File: src/inc/chg_ctrl_pkg.sv
// Constants and types shared by the charger pulse-program control logic.
package chg_ctrl_pkg;

    // Clock rate in kHz, used to turn times into cycle counts.
    localparam int unsigned CLK_KHZ = 100000;

    // Times in microseconds, as specified.
    localparam int unsigned PROGRAM_LOCK_US = 4000;
    localparam int unsigned SHUTDOWN_DELAY_US = 4000;
    localparam int unsigned DEBOUNCE_US = 2000;
    localparam int unsigned RAMP_US = 250;

    // Cycle counts derived from the times (least times round up).
    localparam int unsigned LOCK_CYCLES =
        (PROGRAM_LOCK_US * CLK_KHZ + 999) / 1000;
    localparam int unsigned SHUTDOWN_CYCLES =
        (SHUTDOWN_DELAY_US * CLK_KHZ + 999) / 1000;
    localparam int unsigned DEBOUNCE_CYCLES =
        (DEBOUNCE_US * CLK_KHZ + 999) / 1000;
    localparam int unsigned RAMP_CYCLES = (RAMP_US * CLK_KHZ + 999) / 1000;

    // Width of the ramp level output and number of ramp steps per change.
    localparam int unsigned LEVEL_W = 8;
    localparam logic [LEVEL_W-1:0] LEVEL_FULL = 8'hff;

    // Pulse counter width; it saturates so four or more stays four.
    localparam int unsigned PCNT_W = 3;
    localparam logic [PCNT_W-1:0] PCNT_SAT = 3'h4;

    // Fast-charge current selections.
    typedef enum logic [1:0] {
        SEL_DEFAULT_400 = 2'h0,
        SEL_RESISTOR = 2'h1,
        SEL_LOW_90 = 2'h2,
        SEL_RF_TEST = 2'h3
    } current_sel_t;

    // Charger control states, one-hot.
    typedef enum logic [3:0] {
        ST_OFF = 4'h1,
        ST_DEBOUNCE = 4'h2,
        ST_CHARGE = 4'h4,
        ST_TOPOFF = 4'h8
    } chg_state_t;

    // Interrupt status bit positions.
    localparam int unsigned IRQ_LOCKED = 0;
    localparam int unsigned IRQ_TOPOFF = 1;
    localparam int unsigned IRQ_DISABLED = 2;
    localparam int unsigned IRQ_PWR_FAIL = 3;
    localparam int unsigned IRQ_W = 4;

    // Register offsets and the mask reset value.
    localparam logic [3:0] REG_STATUS = 4'h0;
    localparam logic [3:0] REG_IRQ_STATUS = 4'h4;
    localparam logic [3:0] REG_IRQ_MASK = 4'h8;
    localparam logic [3:0] REG_IRQ_MASK_RESET = 4'h0;

endpackage

File: src/verilog/charger_pulse_program_ctrl.sv
// Pulse-programmed enable, current selection and status for a Li+ charger.
//
// Strobed register access and the address map are this design's own decisions.
`timescale 1ns/1ps

////////////////////////////////////////////////////////////////////////////////

// Functional notes
// - Enable/program pin is active low; low enables charging, high stops it.
// - Pin held high longer than 4 ms shuts the charger control down.
// - Floating pin reads low by pulldown, giving enabled 400 mA default.
// - High pulses then >4 ms low: one resistor, two 90 mA, three RF test.
// - Four or more pulses select 90 mA.
// - Selection locks once a 4 ms low follows the pulses.
// - Once locked, pulses are ignored until disable or power cycle.
// - With no pulses the default stays selected and unlocked indefinitely.
// - Charging starts 2 ms after power becomes valid with pin low.
// - Pin high during power-up means no charging starts.
// - Current ramps gradually; zero to full takes about 250 us.
// - Status output low in prequal/fast charge, released in top-off or off.
// - Reaching top-off threshold releases status output and latches it.
// - Top-off latch clears on disable, power cycle, or current above hyst.
// - Power-good low when input valid and headroom ok, released otherwise.
// - Battery connection is high impedance whenever charger is disabled.
// - Power-good keeps reporting while the charger is disabled.
module charger_pulse_program_ctrl
    import chg_ctrl_pkg::*;
#(
    parameter int unsigned LOCK_CNT = chg_ctrl_pkg::LOCK_CYCLES,
    parameter int unsigned SHUTDOWN_CNT = chg_ctrl_pkg::SHUTDOWN_CYCLES,
    parameter int unsigned DEBOUNCE_CNT = chg_ctrl_pkg::DEBOUNCE_CYCLES,
    parameter int unsigned RAMP_CNT = chg_ctrl_pkg::RAMP_CYCLES
) (
    // Clock and reset.
    input wire logic i_ref_clk,
    input wire logic i_arst_n,
    // Enable/program pin, already resolved with its pulldown.
    input wire logic i_enable_program_n,
    // Analog comparator results.
    input wire logic i_above_undervoltage_limit,
    input wire logic i_below_overvoltage_limit,
    input wire logic i_headroom_250mv,
    input wire logic i_headroom_100mv,
    input wire logic i_topoff_reached,
    input wire logic i_above_topoff_hyst,
    // Register port.
    input wire logic [3:0] i_addr,
    input wire logic [31:0] i_wdata,
    input wire logic i_wr,
    input wire logic i_rd,
    output logic [31:0] o_rdata,
    // Charger controls and status pins.
    output logic o_charge_enable,
    output chg_ctrl_pkg::current_sel_t o_current_sel,
    output logic [chg_ctrl_pkg::LEVEL_W-1:0] o_current_level,
    output logic o_battery_pin_oe_n,
    output logic o_charge_status_output_oe_n,
    output logic o_power_good_output_oe_n,
    output logic o_irq
);
    import chg_ctrl_pkg::*;

    // Counters must fit the shared timer and ramp must be nonzero.
    initial begin
        if (LOCK_CNT < 1 || SHUTDOWN_CNT < 1 || DEBOUNCE_CNT < 1 ||
            RAMP_CNT < 1 || LOCK_CNT >= (1 << 24) ||
            SHUTDOWN_CNT >= (1 << 24) || DEBOUNCE_CNT >= (1 << 24)) begin
            $error("charger_pulse_program_ctrl: bad timing parameter");
        end
    end

    localparam int unsigned STEP_DIV = (RAMP_CNT + 254) / 255;

    ////////////////////////////////////////////////////////////////////////////

    // Two-flop synchronisers for all pin and comparator inputs.
    logic [6:0] sync_a;
    logic [6:0] sync_b;
    always_ff @(posedge i_ref_clk or negedge i_arst_n) begin
        if (!i_arst_n) begin
            // Pulldown idle level, so no false pin edge follows reset.
            sync_a <= 7'h00;
            sync_b <= 7'h00;
        end else begin
            sync_a <= {i_above_topoff_hyst, i_topoff_reached,
                       i_headroom_100mv, i_headroom_250mv,
                       i_below_overvoltage_limit,
                       i_above_undervoltage_limit, i_enable_program_n};
            sync_b <= sync_a;
        end
    end

    logic pin_high;
    logic window_ok;
    logic head250;
    logic head100;
    logic topoff_hit;
    logic topoff_clr;
    assign pin_high = sync_b[0]; // Low means enable.
    assign window_ok = sync_b[1] && sync_b[2];
    assign head100 = sync_b[3] ? 1'b1 : sync_b[4];
    assign head250 = sync_b[3];
    assign topoff_hit = sync_b[5];
    assign topoff_clr = sync_b[6];

    ////////////////////////////////////////////////////////////////////////////

    // Power-good follows the input comparators regardless of enable.
    // Hysteresis: once good, it holds until headroom drops under 100 mV or the input leaves the voltage window.
    logic power_good;
    always_ff @(posedge i_ref_clk or negedge i_arst_n) begin
        if (!i_arst_n) begin
            power_good <= 1'b0;
        end else if (!window_ok || !head100) begin
            power_good <= 1'b0;
        end else if (head250) begin
            power_good <= 1'b1;
        end
    end

    ////////////////////////////////////////////////////////////////////////////

    // Timebase for pin widths; restarts on every pin edge.
    logic pin_prev;
    logic [23:0] width_cnt;
    logic edge_seen;
    assign edge_seen = pin_prev != pin_high;
    always_ff @(posedge i_ref_clk or negedge i_arst_n) begin
        if (!i_arst_n) begin
            pin_prev <= 1'b0;
            width_cnt <= 24'h000000;
        end else begin
            pin_prev <= pin_high;
            if (edge_seen) begin
                width_cnt <= 24'h000000;
            end else if (width_cnt != 24'hffffff) begin
                width_cnt <= width_cnt + 24'h000001;
            end
        end
    end

    logic long_high;
    logic lock_low;
    assign long_high = pin_high && !edge_seen &&
                       width_cnt >= 24'(SHUTDOWN_CNT - 1);
    assign lock_low = !pin_high && !edge_seen &&
                      width_cnt >= 24'(LOCK_CNT - 1);

    ////////////////////////////////////////////////////////////////////////////

    // Charger state machine.
    chg_state_t state;
    logic [23:0] deb_cnt;
    logic disabled_evt;
    logic pwr_fail_evt;
    assign pwr_fail_evt = !power_good && state != ST_OFF;
    assign disabled_evt = long_high && state != ST_OFF;

    always_ff @(posedge i_ref_clk or negedge i_arst_n) begin
        if (!i_arst_n) begin
            state <= ST_OFF;
            deb_cnt <= 24'h000000;
        end else begin
            case (state)
                ST_OFF: begin
                    deb_cnt <= 24'h000000;
                    // High pin at power-up blocks the start.
                    if (power_good && !pin_high) begin
                        state <= ST_DEBOUNCE;
                    end
                end
                ST_DEBOUNCE: begin
                    if (!power_good || pin_high) begin
                        state <= ST_OFF;
                    end else if (deb_cnt >= 24'(DEBOUNCE_CNT - 1)) begin
                        state <= ST_CHARGE;
                    end else begin
                        deb_cnt <= deb_cnt + 24'h000001;
                    end
                end
                ST_CHARGE: begin
                    if (!power_good || long_high) begin
                        state <= ST_OFF;
                    end else if (topoff_hit) begin
                        state <= ST_TOPOFF;
                    end
                end
                ST_TOPOFF: begin
                    if (!power_good || long_high) begin
                        state <= ST_OFF;
                    end else if (topoff_clr) begin
                        state <= ST_CHARGE;
                    end
                end
                default: begin
                    state <= ST_OFF;
                end
            endcase
        end
    end

    logic active;
    assign active = state == ST_CHARGE || state == ST_TOPOFF;

    ////////////////////////////////////////////////////////////////////////////

    // Pulse counting and lock. A short high (under the shutdown time) that
    // ends counts as one pulse; pulses arriving once locked are ignored.
    logic [PCNT_W-1:0] pulse_cnt;
    logic locked;
    current_sel_t sel;
    logic lock_evt;
    assign lock_evt = !locked && lock_low && pulse_cnt != '0 && active;

    function automatic current_sel_t decode_pulses(
        input logic [PCNT_W-1:0] n
    );
        case (n)
            3'h1: decode_pulses = SEL_RESISTOR;
            3'h2: decode_pulses = SEL_LOW_90;
            3'h3: decode_pulses = SEL_RF_TEST;
            default: decode_pulses = SEL_LOW_90;
        endcase
    endfunction

    always_ff @(posedge i_ref_clk or negedge i_arst_n) begin
        if (!i_arst_n) begin
            pulse_cnt <= '0;
            locked <= 1'b0;
            sel <= SEL_DEFAULT_400;
        end else if (!active) begin
            pulse_cnt <= '0;
            locked <= 1'b0;
            sel <= SEL_DEFAULT_400;
        end else if (!locked) begin
            // Falling edge after a short high closes one pulse.
            if (edge_seen && !pin_high && pulse_cnt != PCNT_SAT) begin
                pulse_cnt <= pulse_cnt + 3'h1;
            end
            if (lock_evt) begin
                locked <= 1'b1;
                sel <= decode_pulses(pulse_cnt);
            end
            // No pulses: stay default and unlocked.
        end
        // Locked: counting stops until disable or power loss.
    end

    ////////////////////////////////////////////////////////////////////////////

    // Soft-start ramp toward full level while charging; restarts from zero
    // when the selection changes so the new current comes up gradually.
    logic [LEVEL_W-1:0] level;
    logic [15:0] step_cnt;
    current_sel_t sel_prev;
    always_ff @(posedge i_ref_clk or negedge i_arst_n) begin
        if (!i_arst_n) begin
            level <= '0;
            step_cnt <= 16'h0000;
            sel_prev <= SEL_DEFAULT_400;
        end else begin
            sel_prev <= sel;
            if (state != ST_CHARGE && state != ST_TOPOFF) begin
                level <= '0;
                step_cnt <= 16'h0000;
            end else if (sel != sel_prev) begin
                level <= '0;
                step_cnt <= 16'h0000;
            end else if (level != LEVEL_FULL) begin
                if (step_cnt >= 16'(STEP_DIV - 1)) begin
                    step_cnt <= 16'h0000;
                    level <= level + 8'h01;
                end else begin
                    step_cnt <= step_cnt + 16'h0001;
                end
            end
        end
    end

    ////////////////////////////////////////////////////////////////////////////

    // Interrupts: sticky status, write one to clear, set wins over clear.
    logic [IRQ_W-1:0] irq_status;
    logic [IRQ_W-1:0] irq_mask;
    logic [IRQ_W-1:0] irq_set;
    logic status_wr;
    assign irq_set = {pwr_fail_evt, disabled_evt,
                      state == ST_CHARGE && topoff_hit, lock_evt};
    assign status_wr = i_wr && i_addr == REG_IRQ_STATUS;

    always_ff @(posedge i_ref_clk or negedge i_arst_n) begin
        if (!i_arst_n) begin
            irq_status <= '0;
        end else begin
            irq_status <= (irq_status &
                           ~(status_wr ? i_wdata[IRQ_W-1:0] : '0)) |
                          irq_set;
        end
    end

    // Mask register: a one lets the matching status bit raise the line.
    always_ff @(posedge i_ref_clk or negedge i_arst_n) begin
        if (!i_arst_n) begin
            irq_mask <= REG_IRQ_MASK_RESET;
        end else if (i_wr && i_addr == REG_IRQ_MASK) begin
            irq_mask <= i_wdata[IRQ_W-1:0];
        end
    end

    // Register read data, valid only the cycle after the read strobe.
    always_ff @(posedge i_ref_clk or negedge i_arst_n) begin
        if (!i_arst_n) begin
            o_rdata <= 32'h00000000;
        end else if (i_rd) begin
            case (i_addr)
                REG_STATUS: o_rdata <= {20'h00000, level, sel, locked,
                                        power_good};
                REG_IRQ_STATUS: o_rdata <= {28'h0000000, irq_status};
                REG_IRQ_MASK: o_rdata <= {28'h0000000, irq_mask};
                default: o_rdata <= 32'h00000000;
            endcase
        end else begin
            o_rdata <= 32'h00000000;
        end
    end

    ////////////////////////////////////////////////////////////////////////////

    // Registered outputs. Open-drain enables are low while pulling low.
    always_ff @(posedge i_ref_clk or negedge i_arst_n) begin
        if (!i_arst_n) begin
            o_charge_enable <= 1'b0;
            o_current_sel <= SEL_DEFAULT_400;
            o_current_level <= '0;
            o_battery_pin_oe_n <= 1'b1;
            o_charge_status_output_oe_n <= 1'b1;
            o_power_good_output_oe_n <= 1'b1;
            o_irq <= 1'b0;
        end else begin
            o_charge_enable <= active;
            o_current_sel <= sel;
            o_current_level <= level;
            o_battery_pin_oe_n <= !active;
            o_charge_status_output_oe_n <= state != ST_CHARGE;
            o_power_good_output_oe_n <= !power_good;
            o_irq <= |(irq_status & irq_mask);
        end
    end

endmodule

File: config.mk
export PLATFORM = sky130hd
export DESIGN_NAME = charger_pulse_program_ctrl
export DESIGN_NICKNAME = d
export VERILOG_FILES = /design/src/inc/chg_ctrl_pkg.sv /design/src/verilog/charger_pulse_program_ctrl.sv
export SDC_FILE = /design/constraint.sdc
export NUM_CORES = 1
export LEC_CHECK = 0
export ABC_AREA = 0
export CORE_MARGIN = 5
export CORE_UTILIZATION = 35
export CTS_BUF_LIST = sky130_fd_sc_hd__clkbuf_16
export DETAILED_ROUTE_END_ITERATION = 12
export DONT_BUFFER_PORTS = 1
export GPL_TIMING_DRIVEN = 0
export MAX_ROUTING_LAYER = met4
export PLACE_DENSITY_LB_ADDON = 0.08
export SYNTH_ARGS = -nofsm -noshare
export SYNTH_HDL_FRONTEND = slang
export SYNTH_SLANG_ARGS = --single-unit
File: constraint.sdc
create_clock -name i_ref_clk -period 3 [get_ports i_ref_clk]
set_input_delay 0 -clock i_ref_clk [delete_from_list [all_inputs] [get_ports i_ref_clk]]
set_output_delay 0 -clock i_ref_clk [all_outputs]
set_load 0.01 [all_outputs]
== Word-level counts from Yosys, hierarchy flattened ==
Cells that the tools add are included.
Storage, ports and cells
  bits in registers: 153
  input bits: 47
  output and inout port bits: 47
  logic and storage cells: 137
Cells by class
  $add $sub $neg: 5
  $lt $le $gt $ge: 3
  equality and inequality tests: 25
  muxes and demuxes: 37
  bitwise logic cells: 4
  reductions and logical operators: 41
Operators by type and width (count)
  $mux W24: 4
  $mux W16: 4
  $add A24 B1 Y24 const B: 2
  $pmux W24 S2: 1
  $pmux W12 S3: 1
  $mux W32: 1
  $mux W4: 8
  $mux W8: 4
  $ge A24 B18 Y1 const B: 1
  $ge A24 B19 Y1 const B: 1
  $ne A24 B24 Y1 const B: 1
  $logic_and A1 B1 Y1: 17
  $add A16 B1 Y16 const B: 1
  $ge A16 B7 Y1 const B: 1
  $pmux W4 S4: 1
  $ne A3 B3 Y1 const B: 4
  $mux W3: 3
  $reduce_bool A3 Y1: 3
  $add A8 B1 Y8 const B: 1
  $and A4 B4 Y4: 2
  $eq A4 B3 Y1 const B: 2
  $eq A4 B4 Y1 const B: 2
  $ne A2 B2 Y1 const B: 4
  $ne A8 B8 Y1 const B: 1
  24 further kinds: 45

== Longest topological paths before layout ==
  word-level depth: 10
  mapped depth: 8
  depth with buffers taken out: 6

== Worst setup path before layout ==
No wires, ideal clock.
  path kind: register -> register
  start: register deb_cnt[0]
  end: register deb_cnt[6]
  setup time: 0.136 ns
  arrival time: 1.937 ns
  slack: 0.926 ns
  stages on the path, launching flop included: 9
  buffers on the path: 2
  clock period less this slack: 2.074 ns
  cells stage by stage: dfrtp_1 > ha_1 > nand2_1 > o21ai_0 > a211o_1 > buf_2 > buf_2 > o31ai_1 > a21oi_1
Between the ends
  cells in the longest elaborated chain, start to end: 4
RTL lines
  start: declaration: RTL line charger_pulse_program_ctrl.sv:153  | logic [23:0] deb_cnt;
  start signal: assignment: RTL line charger_pulse_program_ctrl.sv:178  | deb_cnt <= deb_cnt + 24'h000001;
  $add A24 B1 Y24: RTL line charger_pulse_program_ctrl.sv:178
  $mux W24: RTL line charger_pulse_program_ctrl.sv:175  | end else if (deb_cnt >= 24'(DEBOUNCE_CNT - 1)) begin
  $mux W24: RTL line charger_pulse_program_ctrl.sv:173  | if (!power_good || pin_high) begin
  $pmux W24 S2: RTL line charger_pulse_program_ctrl.sv:164  | case (state)
Parallel ways exist; a longest one is shown, timed or not. The select of a mux whose other input is x is not followed.
A chain may end at the register's enable or synchronous reset.

== Worst setup path in the final report ==
  start: register width_cnt[0]
  end: register width_cnt[12]
Between the ends
  cells in the longest elaborated chain, start to end: 3
RTL lines
  start: declaration: RTL line charger_pulse_program_ctrl.sv:125  | logic [23:0] width_cnt;
  start signal: assignment: RTL line charger_pulse_program_ctrl.sv:137  | width_cnt <= width_cnt + 24'h000001;
  $add A24 B1 Y24: RTL line charger_pulse_program_ctrl.sv:137
  $mux W24: RTL line charger_pulse_program_ctrl.sv:136  | end else if (width_cnt != 24'hffffff) begin
  $mux W24: RTL line charger_pulse_program_ctrl.sv:134  | if (edge_seen) begin
Parallel ways exist; a longest one is shown, timed or not. The select of a mux whose other input is x is not followed.

==> flow_summary.json <==
{
  "vias": 4588,
  "grt_pass1_vias": 4564,
  "whs_ps": -731,
  "synthToLayoutAreaGrowth_pct": 18.7,
  "end_kind": "register",
  "synth_edf_count": 0,
  "slew_viol_final": 0,
  "crit_fanout": 6,
  "ioPinCount": 94,
  "grt_max_degree": 134,
  "fin_worst_skew_ps": 8.28,
  "avgViaCountPerCell": 5.12,
  "htree_levels": 4,
  "min_period_ps": 2430,
  "finish.utilization": 0.424,
  "cts_setup_buffers": 0,
  "powerDensity_mw_per_mm2": 568,
  "antenna_cells": 0,
  "fmax_mhz": 412,
  "r2r_setup_slack_ps": 570,
  "tightest_slew_ps": 1080,
  "fp.dieW_um": 143,
  "ys_seq_elements": 133,
  "drt-initial-drc-count": 263,
  "power_mw": 4.18,
  "numClockSinks": 133,
  "yosys_warnings": 0,
  "antenna_found_initial": 0,
  "timing.critical_path.slowest_cell_delay_ps": 890,
  "setup_violations": 0,
  "initial_core_util": 0.357,
  "r2r-end": "width_cnt[12]",
  "postRouteAntennaNets": 0,
  "cts_buffers": 17,
  "status": "finished, violations left",
  "clk_latency_ps": 420,
  "start_kind": "register",
  "finalSetupTns_ps": 0,
  "timing.final.crit_share": 0.809,
  "grt_overflow": 0,
  "critical_path_class": "register to register",
  "p_leak_nw": 3.14,
  "cts_tree": "built",
  "crit_required_ps": 3310,
  "hold_violations": 133,
  "dieArea_mm2": 0.0205,
  "relSlewSlack": 0.274,
  "clock_path_buffers": 2,
  "path_cells": "ha_1 -> nand4_1 -> nor4_1 -> a2111oi_0 -> a311oi_1 -> a41o_1",
  "die_h_um": 143,
  "finalWirelength_um": 13700,
  "cts-root-buf": "clkbuf_16",
  "drt-pass1-iter-count": 4,
  "hpwl_um": 9160,
  "max_cap_viol_count": 0,
  "grtUsageTotal": 0.145,
  "syn_inst": 600,
  "path_clk_slew_ps": 60,
  "cts_hold_buf": 19,
  "reg2reg_depth": 6,
  "async_reset_ff_frac": 1.00,
  "wl_per_cell_um": 15.3,
  "coreArea_mm2": 0.0174,
  "nets": 716,
  "min_path_type": "primary input to async pin",
  "rsz0062_at_grt": "false",
  "worstPathArrival_ps": 2740,
  "r2r_start": "width_cnt[0]",
  "yosysSeqAreaShare": 0.537,
  "place.gp.congestion": 0.838,
  "drc": 0,
  "rows": 48,
  "cp_slowest_cell": "a2111oi_0",
  "grt_pass1_wl_um": 22900,
  "drive_above_1_share": 0.109,
  "ir_worst_vdd_mv": 0.391,
  "synthDistinctLibCells": 60,
  "violations": "hold timing",
  "avgSynthCellArea_um2": 10.3,
  "ys.flop_type": "dfrtp_1",
  "numPortBuffers": 0,
  "netlist_area_mm2": 0.00620
}
-- metrics by stage --
stage | instances | setup slack, ps | area (um2)
final | 896 | 572 | 7370
after detailed placement | 845 | 548 | 6570
after global placement | 844 | 216 | 6560
after CTS | 896 | 497 | 7370
after floorplan | 619 | 926 | 6270
after global routing | 896 | 298 | 7370
-- cell usage in the layout, fill, tap and decap left out, types with 5 or more instances in the layout --
cell / Yosys / layout
o21ai_0: 11 / 11
a31o_1: 6 / 6
nand2_1: 52 / 52
nor2_1: 51 / 51
buf_4: 20 / 21
dfrtp_1: 129 / 129
o21ai_1: 7 / 7
a211oi_1: 7 / 7
and4_1: 6 / 6
inv_1: 21 / 22
clkbuf_16: 0 / 17
conb_1: 1 / 20
nor4_1: 10 / 10
mux2i_1: 11 / 11
xnor2_1: 16 / 16
ha_1: 11 / 11
o31ai_1: 12 / 12
nor3_1: 11 / 11
and2_1: 16 / 16
or3_1: 11 / 11
nand4_1: 8 / 8
clkbuf_1: 12 / 12
or4_1: 12 / 12
and3_1: 12 / 12
mux2_2: 5 / 5
nand3_1: 28 / 28
a21oi_1: 45 / 45
a31oi_1: 6 / 6
dlygate4sd3_1: 0 / 19
-- cell families (layout without fill, tap and decap cells) --
logic type,count (synthesis),in the layout,synth area share
XOR/XNOR,18,18,0.0254
AND/OR/NAND/NOR,239,239,0.208
adder cells (fa/ha/maj),11,11,0.0222
multiplexers,16,16,0.0268
flip-flops,133,133,0.537
other,1,20,0.000605
AO/OA/AOI/OAI,121,121,0.129
buffers and inverters,61,113,0.0510
-- cells in the mapped netlist, types with 3 or more instances --
library cell,n,share of area
buf_4,20,0.024
a211oi_1,7,0.0085
nand2_1,52,0.031
dfrtp_1,129,0.52
or4_1,12,0.015
a21oi_1,45,0.036
a31oi_1,6,0.0061
a41oi_1,3,0.0042
ha_1,11,0.022
nor2_1,51,0.031
a22oi_1,4,0.0048
dfstp_2,4,0.017
nor3_1,11,0.0089
or3_1,11,0.011
mux2i_1,11,0.018
nand3_1,28,0.023
nand3b_1,4,0.0048
nor2b_1,4,0.0040
o21ai_0,11,0.0089
xnor2_1,16,0.023
and4_1,6,0.0085
inv_1,21,0.013
buf_2,4,0.0032
and3_1,12,0.012
clkbuf_1,12,0.0073
a31o_1,6,0.0085
nor4_1,10,0.010
mux2_2,5,0.0091
and2_1,16,0.016
o31ai_1,12,0.015
nand4_1,8,0.0081
o21ai_1,7,0.0056
nand2b_1,3,0.0030
-- report_power, final --
part | internal (mW) | switching [mW]
Sequential | 1.84 | 0.0371
Clock | 1.31 | 0.826
Combinational | 0.0873 | 0.0802
Total | 3.24 | 0.944
-- layer usage --
| metal | wire [um] | share of wire | GRT usage | vias to the layer above |
|---|---|---|---|---|
| li1 | - | - | - | 2250 |
| met1 | 6370 | 0.47 | 0.184 | 2240 |
| met2 | 6480 | 0.47 | 0.223 | 84 |
| met3 | 668 | 0.049 | 0.0445 | 14 |
| met4 | 170 | 0.012 | 0.0460 | 0 |
| met5 | 0 | 0 | - | - |
-- layout make-up --
class,count,area [um2]
Clock inverter,15,180
Buffer,39,234
Sequential cell,133,3330
Timing Repair Buffer,20,198
Multi-Input combinational cell,425,2630
Inverter,22,82.6
Fill cell,1684,9990
Tap cell,225,282
Clock buffer,17,425
-- critical path: cells and delay by family, from the launching register on --
family / cells / cell delay, ps
AO/OA/AOI/OAI: 3 / 1340
flip-flops: 1 / 420
AND/OR/NAND/NOR: 2 / 330
adder cells (fa/ha/maj): 1 / 230
-- repair_timing --
item	in CTS	in global routing
endpoints found under the hold margin	159	133
endpoints found under the setup margin	0	0
gates resized for setup	0	0
-- worst max-delay path by stage --
stage	endpoint	start	cells past startpoint	slack (ps)
after floorplan	deb_cnt[6]	deb_cnt[0]	8	930
after global placement	deb_cnt[10]	state[0]	3	220
after detailed placement	width_cnt[12]	width_cnt[0]	6	550
after CTS	width_cnt[12]	width_cnt[0]	6	500
after global routing	width_cnt[12]	width_cnt[0]	6	300
final	width_cnt[12]	width_cnt[0]	6	570
-- flip-flops by register name, summed over array words and instances, names as in the netlist --
name,count
locked,1
o_charge_status_output_oe_n,1
o_irq,1
o_battery_pin_oe_n,1
width_cnt,24
irq_status,4
sync_b,7
state,4
o_current_level,8
pin_prev,1
irq_mask,4
power_good,1
step_cnt,16
o_charge_enable,1
deb_cnt,24
o_power_good_output_oe_n,1
pulse_cnt,3
level,8
sync_a,7
o_current_sel,2
sel,2
o_rdata,12
Power figures use the tool's default switching activity.
